## src/tpg_pkg.sv

```systemverilog
/*
 * Constants for the CSI-2 test pattern generator: register map, field
 * positions, values after reset, bar colours and timing.
 * Assumes a 250 MHz clock and an AXI4-Lite slave with 32-bit data.
 */
// Behaviour
// - Two pattern kinds, colour bars and fixed colour.
// - Eight bars AA 33 F0 7F 55 CC 0F 80.
// - Last bar stretches to fill the line.
// - Bar count selectable as 1, 2, 4, 8.
// - Programmable line length sets packet payload.
// - Programmable bar length in bytes.
// - Long packets carry programmable datatype and channel.
// - Exactly the programmed active lines per frame.
// - Frame spans the programmed total line periods.
// - Line period programmable in 10 ns steps.
// - Front porch blank lines before frame end.
// - Back porch blank lines after frame start.
// - Builds CSI-2 packets for the transmitter directly.
// - Fixed colour uses the same dimensions.
// - Fixed colour alternates data and inverse per bar.
// - Block length up to 16, repeats.
// - Sixteen byte registers hold the block.
package tpg_pkg;
    localparam int ADDR_W = 8;
    localparam logic [7:0] A_CTL = 8'h00;
    localparam logic [7:0] A_CFG = 8'h04;
    localparam logic [7:0] A_CSI_DI = 8'h08;
    localparam logic [7:0] A_LINE_SIZE = 8'h0c;
    localparam logic [7:0] A_BAR_SIZE = 8'h10;
    localparam logic [7:0] A_ACT_LPF = 8'h14;
    localparam logic [7:0] A_TOT_LPF = 8'h18;
    localparam logic [7:0] A_LINE_PD = 8'h1c;
    localparam logic [7:0] A_VBP = 8'h20;
    localparam logic [7:0] A_VFP = 8'h24;
    localparam logic [7:0] A_STAT = 8'h28;
    localparam logic [7:0] A_LINE_IDX = 8'h2c;
    localparam logic [7:0] A_BLK_BASE = 8'h40;
    localparam logic [7:0] A_BLK_LAST = 8'h7c;
    // Field positions.
    localparam int CTL_EN_BIT = 0;
    localparam int CTL_MODE_BIT = 1;
    localparam int CFG_BARS_LSB = 0;
    localparam int CFG_BLK_LSB = 8;
    localparam int DI_VC_LSB = 6;
    // Values after reset.
    localparam logic [1:0] RST_BARS = 2'h3;
    localparam logic [4:0] RST_BLK_LEN = 5'h03;
    localparam logic [15:0] RST_LINE_SIZE = 16'h0010;
    localparam logic [15:0] RST_BAR_SIZE = 16'h0002;
    localparam logic [15:0] RST_ACT_LPF = 16'h0004;
    localparam logic [15:0] RST_TOT_LPF = 16'h0008;
    localparam logic [15:0] RST_LINE_PD = 16'h0010;
    localparam logic [7:0] RST_VBP = 8'h01;
    localparam logic [7:0] RST_VFP = 8'h01;
    // CSI-2 short packet datatypes.
    localparam logic [5:0] DT_FS = 6'h00;
    localparam logic [5:0] DT_FE = 6'h01;
    // Line period unit and clock period, both in ns.
    localparam int PD_UNIT_NS = 10;
    localparam int CLK_NS = 4;
    localparam logic [1:0] RESP_OKAY = 2'h0;
    localparam logic [1:0] RESP_SLVERR = 2'h2;
    localparam logic [7:0] BAR_VAL [8] = '{8'haa, 8'h33, 8'hf0, 8'h7f,
                                          8'h55, 8'hcc, 8'h0f, 8'h80};
    typedef enum logic [1:0] {K_FS, K_ACT, K_FE} tpg_kind_e;
    typedef enum logic [1:0] {G_IDLE, G_WAIT, G_HDR, G_DATA} tpg_gen_e;
endpackage

```

## src/tpg_rst_sync.sv

```systemverilog
/*
 * Reset synchroniser: asserts at once, releases after two clock edges.
 * Assumes the raw reset is active low.
 */
`timescale 1ns/1ns
module tpg_rst_sync (
    input wire logic clk, // Clock.
    input wire logic rst_in_n, // Raw reset, active low.
    output logic rst_out_n // Synchronised reset, active low.
);
    logic meta_r;

    always_ff @(posedge clk or negedge rst_in_n) begin
        if (!rst_in_n) begin
            meta_r <= 1'b0;
            rst_out_n <= 1'b0;
        end else begin
            meta_r <= 1'b1;
            rst_out_n <= meta_r;
        end
    end
endmodule

```

## src/tpg_pat_byte.sv

```systemverilog
/*
 * Pattern byte selector for one data byte of an active line.
 * Assumes the bar index never exceeds the programmed bar count.
 */
`timescale 1ns/1ns
module tpg_pat_byte (
    input wire logic fixed_mode, // High for fixed colour, low for bars.
    input wire logic [2:0] bar_idx, // Current bar within the line.
    input wire logic [7:0] blk_byte, // Block byte at the current position.
    output logic [7:0] pat // Byte to send.
);
    import tpg_pkg::*;

    always_comb begin
        if (fixed_mode) begin
            pat = blk_byte ^ {8{bar_idx[0]}};
        end else begin
            pat = BAR_VAL[bar_idx];
        end
    end
endmodule

```

## src/tpg_top.sv

```systemverilog
/*
 * CSI-2 test pattern generator with an AXI4-Lite register slave.
 * Emits packet beats to the CSI-2 transmitter: one header beat per
 * packet, then payload bytes for long packets. The transmitter adds ECC
 * and CRC and may stall with TX_READY low.
 */
// Chosen here: the AXI4-Lite interface to the registers and the placing of the registers.
`timescale 1ns/1ns
module tpg_top (
    input wire logic MCLK, // 250 MHz clock.
    input wire logic RST_N, // Asynchronous reset, active low.
    input wire logic [tpg_pkg::ADDR_W-1:0] S_AXI_AWADDR, // Write address.
    input wire logic S_AXI_AWVALID, // Write address valid.
    output logic S_AXI_AWREADY, // Write address ready.
    input wire logic [31:0] S_AXI_WDATA, // Write data.
    input wire logic [3:0] S_AXI_WSTRB, // Write byte strobes.
    input wire logic S_AXI_WVALID, // Write data valid.
    output logic S_AXI_WREADY, // Write data ready.
    output logic [1:0] S_AXI_BRESP, // Write response.
    output logic S_AXI_BVALID, // Write response valid.
    input wire logic S_AXI_BREADY, // Write response ready.
    input wire logic [tpg_pkg::ADDR_W-1:0] S_AXI_ARADDR, // Read address.
    input wire logic S_AXI_ARVALID, // Read address valid.
    output logic S_AXI_ARREADY, // Read address ready.
    output logic [31:0] S_AXI_RDATA, // Read data.
    output logic [1:0] S_AXI_RRESP, // Read response.
    output logic S_AXI_RVALID, // Read data valid.
    input wire logic S_AXI_RREADY, // Read data ready.
    input wire logic TX_READY, // Transmitter takes a beat.
    output logic TX_VALID, // Beat valid.
    output logic TX_HDR, // Beat is a packet header.
    output logic TX_LAST, // Last beat of a packet.
    output logic [7:0] TX_DI, // Channel and datatype of the header.
    output logic [15:0] TX_WC, // Word count or frame number.
    output logic [7:0] TX_DATA // Payload byte.
);
    import tpg_pkg::*;

    logic rst_n;
    tpg_rst_sync u_rst (.clk(MCLK), .rst_in_n(RST_N), .rst_out_n(rst_n));

    // Register file.
    logic en_r, en_nxt, mode_r, mode_nxt;
    logic [1:0] bars_r, bars_nxt;
    logic [4:0] blk_len_r, blk_len_nxt;
    logic [7:0] di_r, di_nxt, vbp_r, vbp_nxt, vfp_r, vfp_nxt;
    logic [15:0] lsize_r, lsize_nxt, bsize_r, bsize_nxt;
    logic [15:0] act_r, act_nxt, tot_r, tot_nxt, pd_r, pd_nxt;
    logic [7:0] blk_r [16];
    logic [7:0] blk_nxt [16];
    // Bus handshake state.
    logic awrdy_r, awrdy_nxt, bvld_r, bvld_nxt, arrdy_r, arrdy_nxt;
    logic rvld_r, rvld_nxt;
    logic [1:0] bresp_r, bresp_nxt, rresp_r, rresp_nxt;
    logic [31:0] rdata_r, rdata_nxt;
    // Generator state.
    tpg_gen_e st_r, st_nxt;
    tpg_kind_e kind_r, kind_nxt;
    logic pend_r, pend_nxt, stop_r, stop_nxt;
    logic [3:0] acc_r, acc_nxt, pos_r, pos_nxt;
    logic [15:0] line_r, line_nxt, pdc_r, pdc_nxt, bcnt_r, bcnt_nxt;
    logic [15:0] barc_r, barc_nxt, frm_r, frm_nxt;
    logic [2:0] bar_r, bar_nxt;
    logic ov_r, ov_nxt, oh_r, oh_nxt, ol_r, ol_nxt;
    logic [7:0] odi_r, odi_nxt, od_r, od_nxt;
    logic [15:0] owc_r, owc_nxt;

    logic wr_go, rd_go, adv, unit_tick, line_tick;
    logic [3:0] acc_sum;
    logic [2:0] bar_last;
    logic [15:0] act_first, act_end, fe_line;
    logic [7:0] pat;

    function automatic logic hit(input logic [7:0] a);
        return (a[1:0] == 2'h0) && (a <= A_LINE_IDX ||
               (a >= A_BLK_BASE && a <= A_BLK_LAST));
    endfunction

    function automatic logic [31:0] regval(input logic [7:0] a);
        logic [31:0] v;
        v = 32'h0;
        if (a >= A_BLK_BASE) begin
            v[7:0] = blk_r[a[5:2]];
        end else begin
            case (a)
                A_CTL: v = {30'h0, mode_r, en_r};
                A_CFG: v = {19'h0, blk_len_r, 6'h0, bars_r};
                A_CSI_DI: v = {24'h0, di_r};
                A_LINE_SIZE: v = {16'h0, lsize_r};
                A_BAR_SIZE: v = {16'h0, bsize_r};
                A_ACT_LPF: v = {16'h0, act_r};
                A_TOT_LPF: v = {16'h0, tot_r};
                A_LINE_PD: v = {16'h0, pd_r};
                A_VBP: v = {24'h0, vbp_r};
                A_VFP: v = {24'h0, vfp_r};
                A_STAT: v = {frm_r, 15'h0, st_r != G_IDLE};
                A_LINE_IDX: v = {16'h0, line_r};
                default: v = 32'h0;
            endcase
        end
        return v;
    endfunction

    // The slave takes address and data in the same cycle, so both must
    // be offered; one cycle of ready, then the response.
    assign wr_go = awrdy_r && S_AXI_AWVALID && S_AXI_WVALID;
    assign rd_go = arrdy_r && S_AXI_ARVALID;

    always_comb begin
        awrdy_nxt = !awrdy_r && !bvld_r && S_AXI_AWVALID && S_AXI_WVALID;
        bvld_nxt = bvld_r && !S_AXI_BREADY;
        bresp_nxt = bresp_r;
        arrdy_nxt = !arrdy_r && !rvld_r && S_AXI_ARVALID;
        rvld_nxt = rvld_r && !S_AXI_RREADY;
        rresp_nxt = rresp_r;
        rdata_nxt = rdata_r;
        if (wr_go) begin
            bvld_nxt = 1'b1;
            bresp_nxt = hit(S_AXI_AWADDR) ? RESP_OKAY : RESP_SLVERR;
        end
        if (rd_go) begin
            rvld_nxt = 1'b1;
            rresp_nxt = hit(S_AXI_ARADDR) ? RESP_OKAY : RESP_SLVERR;
            rdata_nxt = hit(S_AXI_ARADDR) ? regval(S_AXI_ARADDR) : 32'h0;
        end
    end

    always_ff @(posedge MCLK or negedge rst_n) begin
        if (!rst_n) begin
            awrdy_r <= 1'b0;
            bvld_r <= 1'b0;
            bresp_r <= RESP_OKAY;
            arrdy_r <= 1'b0;
            rvld_r <= 1'b0;
            rresp_r <= RESP_OKAY;
            rdata_r <= 32'h0;
        end else begin
            awrdy_r <= awrdy_nxt;
            bvld_r <= bvld_nxt;
            bresp_r <= bresp_nxt;
            arrdy_r <= arrdy_nxt;
            rvld_r <= rvld_nxt;
            rresp_r <= rresp_nxt;
            rdata_r <= rdata_nxt;
        end
    end

    always_comb begin
        logic [31:0] m, w;
        m = {{8{S_AXI_WSTRB[3]}}, {8{S_AXI_WSTRB[2]}},
             {8{S_AXI_WSTRB[1]}}, {8{S_AXI_WSTRB[0]}}};
        w = (regval(S_AXI_AWADDR) & ~m) | (S_AXI_WDATA & m);
        en_nxt = en_r;
        mode_nxt = mode_r;
        bars_nxt = bars_r;
        blk_len_nxt = blk_len_r;
        di_nxt = di_r;
        lsize_nxt = lsize_r;
        bsize_nxt = bsize_r;
        act_nxt = act_r;
        tot_nxt = tot_r;
        pd_nxt = pd_r;
        vbp_nxt = vbp_r;
        vfp_nxt = vfp_r;
        blk_nxt = blk_r;
        if (wr_go && hit(S_AXI_AWADDR)) begin
            if (S_AXI_AWADDR >= A_BLK_BASE) begin
                blk_nxt[S_AXI_AWADDR[5:2]] = w[7:0];
            end else begin
                case (S_AXI_AWADDR)
                    A_CTL: begin
                        en_nxt = w[CTL_EN_BIT];
                        mode_nxt = w[CTL_MODE_BIT];
                    end
                    A_CFG: begin
                        bars_nxt = w[CFG_BARS_LSB +: 2];
                        blk_len_nxt = w[CFG_BLK_LSB +: 5];
                    end
                    A_CSI_DI: di_nxt = w[7:0];
                    A_LINE_SIZE: lsize_nxt = w[15:0];
                    A_BAR_SIZE: bsize_nxt = w[15:0];
                    A_ACT_LPF: act_nxt = w[15:0];
                    A_TOT_LPF: tot_nxt = w[15:0];
                    A_LINE_PD: pd_nxt = w[15:0];
                    A_VBP: vbp_nxt = w[7:0];
                    A_VFP: vfp_nxt = w[7:0];
                    default: en_nxt = en_r;
                endcase
            end
        end
    end

    always_ff @(posedge MCLK or negedge rst_n) begin
        if (!rst_n) begin
            en_r <= 1'b0;
            mode_r <= 1'b0;
            bars_r <= RST_BARS;
            blk_len_r <= RST_BLK_LEN;
            di_r <= 8'h00;
            lsize_r <= RST_LINE_SIZE;
            bsize_r <= RST_BAR_SIZE;
            act_r <= RST_ACT_LPF;
            tot_r <= RST_TOT_LPF;
            pd_r <= RST_LINE_PD;
            vbp_r <= RST_VBP;
            vfp_r <= RST_VFP;
            for (int i = 0; i < 16; i++) begin
                blk_r[i] <= 8'h00;
            end
        end else begin
            en_r <= en_nxt;
            mode_r <= mode_nxt;
            bars_r <= bars_nxt;
            blk_len_r <= blk_len_nxt;
            di_r <= di_nxt;
            lsize_r <= lsize_nxt;
            bsize_r <= bsize_nxt;
            act_r <= act_nxt;
            tot_r <= tot_nxt;
            pd_r <= pd_nxt;
            vbp_r <= vbp_nxt;
            vfp_r <= vfp_nxt;
            blk_r <= blk_nxt;
        end
    end

    // A 10 ns unit is not a whole number of 4 ns cycles, so a phase
    // accumulator spaces the unit ticks 2 or 3 cycles apart.
    assign acc_sum = acc_r + 4'(CLK_NS);
    assign unit_tick = acc_sum >= 4'(PD_UNIT_NS);
    assign line_tick = unit_tick &&
                       ({1'b0, pdc_r} + 17'd1 >= {1'b0, pd_r});
    assign adv = !ov_r || TX_READY;
    assign bar_last = 3'((4'd1 << bars_r) - 4'd1);
    assign act_first = 16'd1 + {8'h00, vbp_r};
    assign act_end = act_first + act_r;
    assign fe_line = act_end + {8'h00, vfp_r};

    tpg_pat_byte u_pat (
        .fixed_mode(mode_r),
        .bar_idx(bar_r),
        .blk_byte(blk_r[pos_r]),
        .pat(pat)
    );

    always_comb begin
        st_nxt = st_r;
        kind_nxt = kind_r;
        pend_nxt = pend_r;
        stop_nxt = stop_r;
        acc_nxt = unit_tick ? acc_sum - 4'(PD_UNIT_NS) : acc_sum;
        line_nxt = line_r;
        pdc_nxt = pdc_r;
        bcnt_nxt = bcnt_r;
        barc_nxt = barc_r;
        bar_nxt = bar_r;
        pos_nxt = pos_r;
        frm_nxt = frm_r;
        ov_nxt = ov_r && !TX_READY;
        oh_nxt = oh_r;
        ol_nxt = ol_r;
        odi_nxt = odi_r;
        owc_nxt = owc_r;
        od_nxt = od_r;
        case (st_r)
            G_IDLE: begin
                pdc_nxt = 16'h0;
                if (en_r) begin
                    st_nxt = G_WAIT;
                    line_nxt = 16'h0;
                    pend_nxt = 1'b1;
                end
            end
            G_WAIT: begin
                if (stop_r) begin
                    st_nxt = G_IDLE;
                    stop_nxt = 1'b0;
                    pend_nxt = 1'b0;
                end else if (pend_r) begin
                    pend_nxt = 1'b0;
                    if (line_r == 16'h0) begin
                        st_nxt = G_HDR;
                        kind_nxt = K_FS;
                    end else if (line_r >= act_first && line_r < act_end) begin
                        st_nxt = G_HDR;
                        kind_nxt = K_ACT;
                    end else if (line_r == fe_line) begin
                        st_nxt = G_HDR;
                        kind_nxt = K_FE;
                    end
                end
            end
            G_HDR: begin
                if (adv) begin
                    ov_nxt = 1'b1;
                    oh_nxt = 1'b1;
                    ol_nxt = kind_r != K_ACT;
                    od_nxt = 8'h00;
                    odi_nxt = di_r;
                    owc_nxt = lsize_r;
                    if (kind_r != K_ACT) begin
                        odi_nxt[5:0] = (kind_r == K_FS) ? DT_FS : DT_FE;
                        owc_nxt = frm_r;
                    end
                    if (kind_r == K_FE) begin
                        frm_nxt = frm_r + 16'd1;
                    end
                    st_nxt = (kind_r == K_ACT) ? G_DATA : G_WAIT;
                    bcnt_nxt = 16'h0;
                    barc_nxt = 16'h0;
                    bar_nxt = 3'h0;
                    pos_nxt = 4'h0;
                end
            end
            G_DATA: begin
                if (adv) begin
                    ov_nxt = 1'b1;
                    oh_nxt = 1'b0;
                    od_nxt = pat;
                    ol_nxt = {1'b0, bcnt_r} + 17'd1 >= {1'b0, lsize_r};
                    bcnt_nxt = bcnt_r + 16'd1;
                    pos_nxt = ({1'b0, pos_r} + 5'd1 >= blk_len_r) ?
                              4'h0 : pos_r + 4'd1;
                    // The last bar never advances, so it fills the line.
                    if ({1'b0, barc_r} + 17'd1 >= {1'b0, bsize_r} &&
                        bar_r < bar_last) begin
                        bar_nxt = bar_r + 3'd1;
                        barc_nxt = 16'h0;
                    end else begin
                        barc_nxt = barc_r + 16'd1;
                    end
                    if (ol_nxt) begin
                        st_nxt = G_WAIT;
                    end
                end
            end
            default: st_nxt = G_IDLE;
        endcase
        // A line tick sets the pending flag after any clear above; at the end of a frame it loads en_r instead.
        if (st_r != G_IDLE && unit_tick) begin
            pdc_nxt = line_tick ? 16'h0 : pdc_r + 16'd1;
            if (line_tick) begin
                if ({1'b0, line_r} + 17'd1 >= {1'b0, tot_r}) begin
                    line_nxt = 16'h0;
                    stop_nxt = !en_r;
                    pend_nxt = en_r;
                end else begin
                    line_nxt = line_r + 16'd1;
                    pend_nxt = 1'b1;
                end
            end
        end
    end

    always_ff @(posedge MCLK or negedge rst_n) begin
        if (!rst_n) begin
            st_r <= G_IDLE;
            kind_r <= K_FS;
            pend_r <= 1'b0;
            stop_r <= 1'b0;
            acc_r <= 4'h0;
            line_r <= 16'h0;
            pdc_r <= 16'h0;
            bcnt_r <= 16'h0;
            barc_r <= 16'h0;
            bar_r <= 3'h0;
            pos_r <= 4'h0;
            frm_r <= 16'h0;
            ov_r <= 1'b0;
            oh_r <= 1'b0;
            ol_r <= 1'b0;
            odi_r <= 8'h00;
            owc_r <= 16'h0;
            od_r <= 8'h00;
        end else begin
            st_r <= st_nxt;
            kind_r <= kind_nxt;
            pend_r <= pend_nxt;
            stop_r <= stop_nxt;
            acc_r <= acc_nxt;
            line_r <= line_nxt;
            pdc_r <= pdc_nxt;
            bcnt_r <= bcnt_nxt;
            barc_r <= barc_nxt;
            bar_r <= bar_nxt;
            pos_r <= pos_nxt;
            frm_r <= frm_nxt;
            ov_r <= ov_nxt;
            oh_r <= oh_nxt;
            ol_r <= ol_nxt;
            odi_r <= odi_nxt;
            owc_r <= owc_nxt;
            od_r <= od_nxt;
        end
    end

    assign S_AXI_AWREADY = awrdy_r;
    assign S_AXI_WREADY = awrdy_r;
    assign S_AXI_BVALID = bvld_r;
    assign S_AXI_BRESP = bresp_r;
    assign S_AXI_ARREADY = arrdy_r;
    assign S_AXI_RVALID = rvld_r;
    assign S_AXI_RRESP = rresp_r;
    assign S_AXI_RDATA = rdata_r;
    assign TX_VALID = ov_r;
    assign TX_HDR = oh_r;
    assign TX_LAST = ol_r;
    assign TX_DI = odi_r;
    assign TX_WC = owc_r;
    assign TX_DATA = od_r;
endmodule

```

## config.mk

```make
export PLATFORM = sky130hd
export DESIGN_NAME = tpg_top
export DESIGN_NICKNAME = d
export VERILOG_FILES = /design/src/tpg_pkg.sv /design/src/tpg_rst_sync.sv /design/src/tpg_pat_byte.sv /design/src/tpg_top.sv
export SDC_FILE = /design/constraint.sdc
export NUM_CORES = 1
export LEC_CHECK = 0
export BUFFER_PORTS_ARGS = -buffer_cell sky130_fd_sc_hd__buf_2
export CAP_MARGIN = 20
export CORE_MARGIN = 5
export CORE_UTILIZATION = 49
export DETAILED_ROUTE_END_ITERATION = 16
export GPL_ROUTABILITY_DRIVEN = 0
export PLACE_DENSITY = 0.75
export SETUP_SLACK_MARGIN = 0.3
export SKIP_LAST_GASP = 1
export SLEW_MARGIN = 40
export SYNTH_ARGS = -nofsm -noshare
export SYNTH_HDL_FRONTEND = slang
export SYNTH_HIERARCHICAL = 1
export SYNTH_SLANG_ARGS = --single-unit
```

## constraint.sdc

```tcl
create_clock -name MCLK -period 19.8 [get_ports MCLK]
set_input_delay 1.98 -clock MCLK [delete_from_list [all_inputs] [get_ports MCLK]]
set_output_delay 1.98 -clock MCLK [all_outputs]
set_load 0.005 [all_outputs]
```

==> After elaboration in Yosys (flattened, before gate mapping) <==
Memory sizes are Yosys's and may differ from the RTL's.
Index checks and enable logic that the tools add are counted.
W data, S select, Z words.
{ "classes": {"eq_ne": 36, "n_reduce_logical": 62, "n_shift": 1, "mux": 85, "mul": 0, "magnitude_cmp": 20, "addsub": 18, "div": 0, "n_bitwise": 11} }
{ "ops": {"columns": ["operator", "count"], "rows": [
  ["$pmux W32 S12", 1],
  ["$mux W16", 13],
  ["$pmux W16 S12", 1],
  ["$bwmux W128", 1],
  ["$mux W8", 15],
  ["$bmux W8 S4", 3],
  ["$add A16 B1 Y16 const B", 5],
  ["$add A16 B1 Y17 const B", 4],
  ["$ge A17 B16 Y1", 4],
  ["$eq A8 B5 Y1 const B", 8],
  ["$eq A8 B6 Y1 const B", 8],
  ["$pmux W16 S2", 2],
  ["$reduce_and A3 Y1", 12],
  ["$and A16 B16 Y16", 2],
  ["$demux W8 S4", 1],
  ["$eq A8 B4 Y1 const B", 4],
  ["$mux W32", 1],
  ["$mux W2", 14],
  ["$mux W24", 1],
  ["$logic_and A1 B1 Y1", 21],
  ["$mux W1", 17],
  ["$add A16 B8 Y16", 1],
  ["$add A9 B16 Y16", 1],
  ["$eq A16 B16 Y1", 1],
  ["other kinds (50)", 92]
]} }
{ "word_totals": {"n_memories": 1, "rom_bits": 64, "ram_bits": 0, "reg_bits": 415, "latch_bits": 0, "output_inout_bits": 76} }
{ "memory_table": {"columns": ["memory", "depth", "word_bits", "rd", "rd_ports_with_merged_regs", "wr", "line", "text"], "rows": [
  ["(no name shown)", 8, 8, 1, 0, 0, "tpg_pat_byte.sv:18", "pat = BAR_VAL[bar_idx];"]
]} }

==> Longest topological paths before layout <==
{ "depth": {"ltp_word": 10, "ltp_mapped": 21, "mapped_depth_nobuf": 20} }

==> Hierarchy <==
Netlist, hierarchy kept.
{ "modules_own_cells": {"columns": ["module", "cells_per_inst", "area_per_inst_um2", "n_inst"], "rows": [
  ["tpg_top", 2332, 25624.6, 1],
  ["tpg_pat_byte", 41, 307.8, 1],
  ["tpg_rst_sync", 3, 53.8, 1]
]} }

==> Worst setup path before layout <==
OpenSTA, ideal clock, no wires.
{ "synth_path": {"path_kind": "input to register", "start": "input S_AXI_AWADDR[7] in the netlist's numbering", "end": "register blk_r[120] in the netlist's numbering", "setup_ns": 0.125, "setup_slack_ns": 15.277, "path_buffers": 2, "arrival_time_ns": 4.398, "cell_stages": 12, "cell_sequence": "or2_1 -> buf_2 -> nor2_2 -> nand2_2 -> nor4_4 -> nor2_1 -> nor4_4 -> nand2_1 -> or3_1 -> buf_2 -> nor3_4 -> mux2_4"} }
{ "synth_between": {"elab_chain_len": 6, "elab_cells_between_ends": 25, "cone_classes": "3 x order compare; 11 x eq/ne; 3 x mux; 2 x bitwise; 6 x reduce/logical"} }
{ "synth_rtl": {"columns": ["element", "line", "text"], "rows": [
  ["start, declared", "tpg_top.sv:12", "input wire logic [tpg_pkg::ADDR_W-1:0] S_AXI_AWADDR,"],
  ["$eq A8 B6 Y1 (tied with other cells)", "tpg_top.sv:85", "case (a)"],
  ["$pmux W16 S12 or $logic_and A1 B1 Y1 (tied branches)", "tpg_top.sv:85, tpg_top.sv:76", null],
  ["$mux W8 or $logic_or A1 B1 Y1 (tied branches)", "tpg_top.sv:82, tpg_top.sv:75", null],
  ["$and A16 B16 Y16 or $logic_and A1 B1 Y1 (tied branches)", "tpg_top.sv:152, tpg_top.sv:75", null],
  ["$or A16 B16 Y16 or $logic_and A1 B1 Y1 (tied branches)", "tpg_top.sv:152, tpg_top.sv:166", null],
  ["$bwmux W128 or $reduce_and A2 Y1 (tied branches)", null, null],
  ["end signal, assigned", "tpg_top.sv:223", "blk_r <= blk_nxt;"],
  ["end, declared", "tpg_top.sv:49", "logic [7:0] blk_r [16];"]
]} }
Parallel ways exist; a longest one is shown, timed or not.
A chain may end at the register's enable or synchronous reset.

==> Final worst setup path <==
{ "layout_path": {"start": "input S_AXI_AWADDR[3] in the netlist's numbering", "end": "register blk_r[39] in the netlist's numbering"} }
{ "layout_between": {"elab_chain_len": 8, "elab_cells_between_ends": 34, "cone_classes": "5 x order compare; 11 x eq/ne; 8 x mux; 3 x bitwise; 7 x reduce/logical"} }
{ "layout_rtl": {"columns": ["element", "line", "text"], "rows": [
  ["$not A4 Y5 (not written as such)", "tpg_top.sv:83, tpg_top.sv:168", null],
  ["$bmux W8 S4", "tpg_top.sv:83", "v[7:0] = blk_r[a[5:2]];"],
  ["$mux W8 (not written as such) (2 in series)", "tpg_top.sv:83", null],
  ["$mux W8", "tpg_top.sv:82", "if (a >= A_BLK_BASE) begin"],
  ["$and A16 B16 Y16", "tpg_top.sv:152", "w = (regval(S_AXI_AWADDR) & ~m) | (S_AXI_WDATA & m);"],
  ["$or A16 B16 Y16", "tpg_top.sv:152", null],
  ["$bwmux W128", "tpg_top.sv:168", "blk_nxt[S_AXI_AWADDR[5:2]] = w[7:0];"]
]} }
Parallel ways exist; a longest one is shown, timed or not. The select of a mux whose other input is x is not followed.

==> metrics <==
Post-route DRC=0; pin count of the biggest net entering global routing=79; CTS tree=yes; Reg-to-Reg Start=vbp_r[0]; CTS sink cnt=412; nets=2,629; Clk Tree Root Cell=clkbuf_16; initial drt markers=2,651; Slew HR=41.5%; CP endpoint kind=flop; Setup TNS=0 ns; RSZ-0062 raised after global routing=false; Post-CTS Resized=0; Setup Crit Path Kind=input pin to flop; ys flop type=dfrtp_1; Routed Antenna Nets=0; CTS max path bufs=3; top-count cell post-synth=dfrtp_1; number of synthesized flops with an enable pin=0; Worst Tran Pin Value=0.877 ns; FP Rows=84; synth unique cells=81; Worst Path Required=20.25 ns; Pins Over Slew Limit=0; leakage power=13.1 nW; register area=10,300 µm²; commonest cells in the synthesized netlist=401 x dfrtp_1, 196 x nand2_1, 191 x mux2_2; IO buf count=115; Initial Util=49.5%; total CTS buffers=45; die extent in x=240 µm; number of global-route vias before repair=21,100; Core Footprint=52,600 µm²; vias per std cell=6.67; Startpoint Class=input pin; Max Cap Viol=0; Synth Warn #=6; final hold violations=0; I/O Pins=136; cell taking the most area after synthesis=dfrtp_1; Clock Skews=0.0377 ns; Synth area leaders=dfrtp_1 39%, mux4_2 10%, mux2_2 8.3%; drt first pass iters=12; PwrDens=72.5 nW/µm²; outcome=completed; peak supply drop=67.8 µV; antenna violations before repair=5; Worst Reg2Reg Path Length in Cells=20; Yosys reg bits=412; die area=57,700 µm²; CP Launch Point=S_AXI_AWADDR[3]; Placement Setup Slack=13.65 ns; Final period util=28.0%; CP Capture Point=blk_r[39]; area grow syn2layout=11.4%; ratio of cells with drive above 1 in the final layout=25.2%; routed wire length=79.4 mm; r2r setup slk=14.49 ns; CP arrival=5.99 ns; Fillers=4,383; Final Power=0.00210 W; min cycle time layout=5.54 ns; global-route wire length before repair=122 mm; Hold Crit Class=flop to async pin; clock transition at the registers of the reported paths=0.06 ns; Worst R2R End=kind_r[0]; HPWL after DPL=56.0 mm; vias=21,100; Setup Buffers After CTS=0; Multi-input gate area=14,800 µm²; GRT Total Usage=27.1%; Max Fanout on Critical Path=42; Clock Latency Late Sink=0.61 ns; total grt overflow=0; post-synthesis sequential area ratio=39.7%; Synth top area share=38.6%; Fmax=180 MHz; WL/cell=25.2 µm; die span in y=240 µm; synthesized area=26,000 µm²; Post-Synthesis Cells=2,376; CTS H-tree lvls=2; Async S/R FF share, synth=100%; # setup viols final=0; # hold bufs at CTS=0; Avg Inst Size Synth=10.9 µm²; fin worst setup slack=14.26 ns
==> report_power, final <==
| part | switching [W] | internal (W) |
|---|---|---|
| sequential | 0.0000286 | 0.000868 |
| combinational | 0.000194 | 0.000117 |
| clock | 0.000365 | 0.000526 |
==> worst max-delay path, stage by stage <==
cell     delay (ns)
buf_2          0.07
buf_4          0.51
nand2_2        0.28
nor4_4         0.68
nor2_1         0.19
nor4_4         0.52
nand2_1        0.15
nor3b_1        0.44
nand3_1        0.63
mux2_2         0.50
==> cell type report <==
class / count / share of cell area [%]
multi-input cells: 1690 / 51.0
flip-flops and latches: 412 / 35.7
clock buffers: 59 / 4.46
repair buffers: 156 / 3.26
well taps: 688 / 2.97
inverters: 126 / 1.63
clock inverters: 23 / 0.938
diodes: 3 / 0.0259
==> placed cells by master, fill, tap and decap left out, drive strengths merged, types with 7 or more instances in the layout <==
cell type,synthesis,final
xnor2,64,64
o21a,25,25
buf,32,156
nor2,102,102
a211oi,12,12
nor2b,27,27
or3,8,8
xor2,53,53
mux4,120,120
clkbuf,117,59
a222oi,20,20
dfrtp,401,401
ha,136,136
a32o,15,15
nor3,17,17
clkinv,0,14
nand3,55,55
and3,34,34
a21o,25,25
o311ai,8,8
nand2b,24,24
a31oi,28,28
nand2,198,198
a22oi,35,35
o31ai,7,7
nand4,31,31
and2,7,7
a21oi,70,70
a221o,8,8
a221oi,36,36
inv,126,128
a22o,73,73
nor4,24,24
o21ai,127,127
mux2,199,199
dfstp,11,11
mux2i,25,25
==> registers in the layout, summed over array words and instances, names as in the netlist, 16 cells and up <==
register     flops
pd_r            16
S_AXI_RDATA     32
act_r           16
lsize_r         16
line_r          16
pdc_r           16
frm_r           16
bsize_r         16
barc_r          16
blk_r          128
TX_WC           16
tot_r           16
bcnt_r          16
==> cell families (layout without fill, tap and decap cells) <==
group | Yosys count | after routing | synth area share, %
fa+ha+maj | 138 | 138 | 6.70
flops | 412 | 412 | 39.7
other cells | 2 | 6 | 0.0289
compound gates | 535 | 535 | 14.6
xor+xnor | 119 | 119 | 4.12
buf+inv | 275 | 364 | 4.17
mux | 344 | 344 | 20.1
simple gates | 551 | 551 | 10.5
==> layer usage <==
layer / GRT usage [%] / vias up / share of wire (%) / wire, µm
li1: - / 9026 / - / -
met1: 34.5 / 10400 / 37 / 29500
met2: 42.5 / 1243 / 45 / 35900
met3: 6.94 / 394 / 11 / 8400
met4: 15.4 / 4 / 7.0 / 5590
met5: 0 / - / 0.039 / 31
==> worst min-delay path by stage <==
stage	to	slack, ns	cells after the start
2_1_floorplan	u_rst/rst_out_n	0.33	0
3_3_place_gp	u_rst/rst_out_n	0.33	0
3_5_place_dp	u_rst/rst_out_n	0.34	0
4_1_cts	u_rst/rst_out_n	0.36	0
5_1_grt	S_AXI_RDATA[5]	0.18	0
6_report	S_AXI_RDATA[6]	0.16	0
==> stage by stage <==
step | hold WS [ns] | cell area (µm²) | std cells | util [%]
floorplan | 0.331 | 26000 | 2377 | -
global placement | 0.334 | 27100 | 3063 | 51.6
detailed placement | 0.343 | 27300 | 3067 | 51.9
CTS | 0.360 | 28800 | 3149 | 54.9
global route | 0.178 | 28900 | 3154 | 55.1
finish | 0.157 | 28900 | 3157 | 55.1
Power figures use the tool's default switching activity.
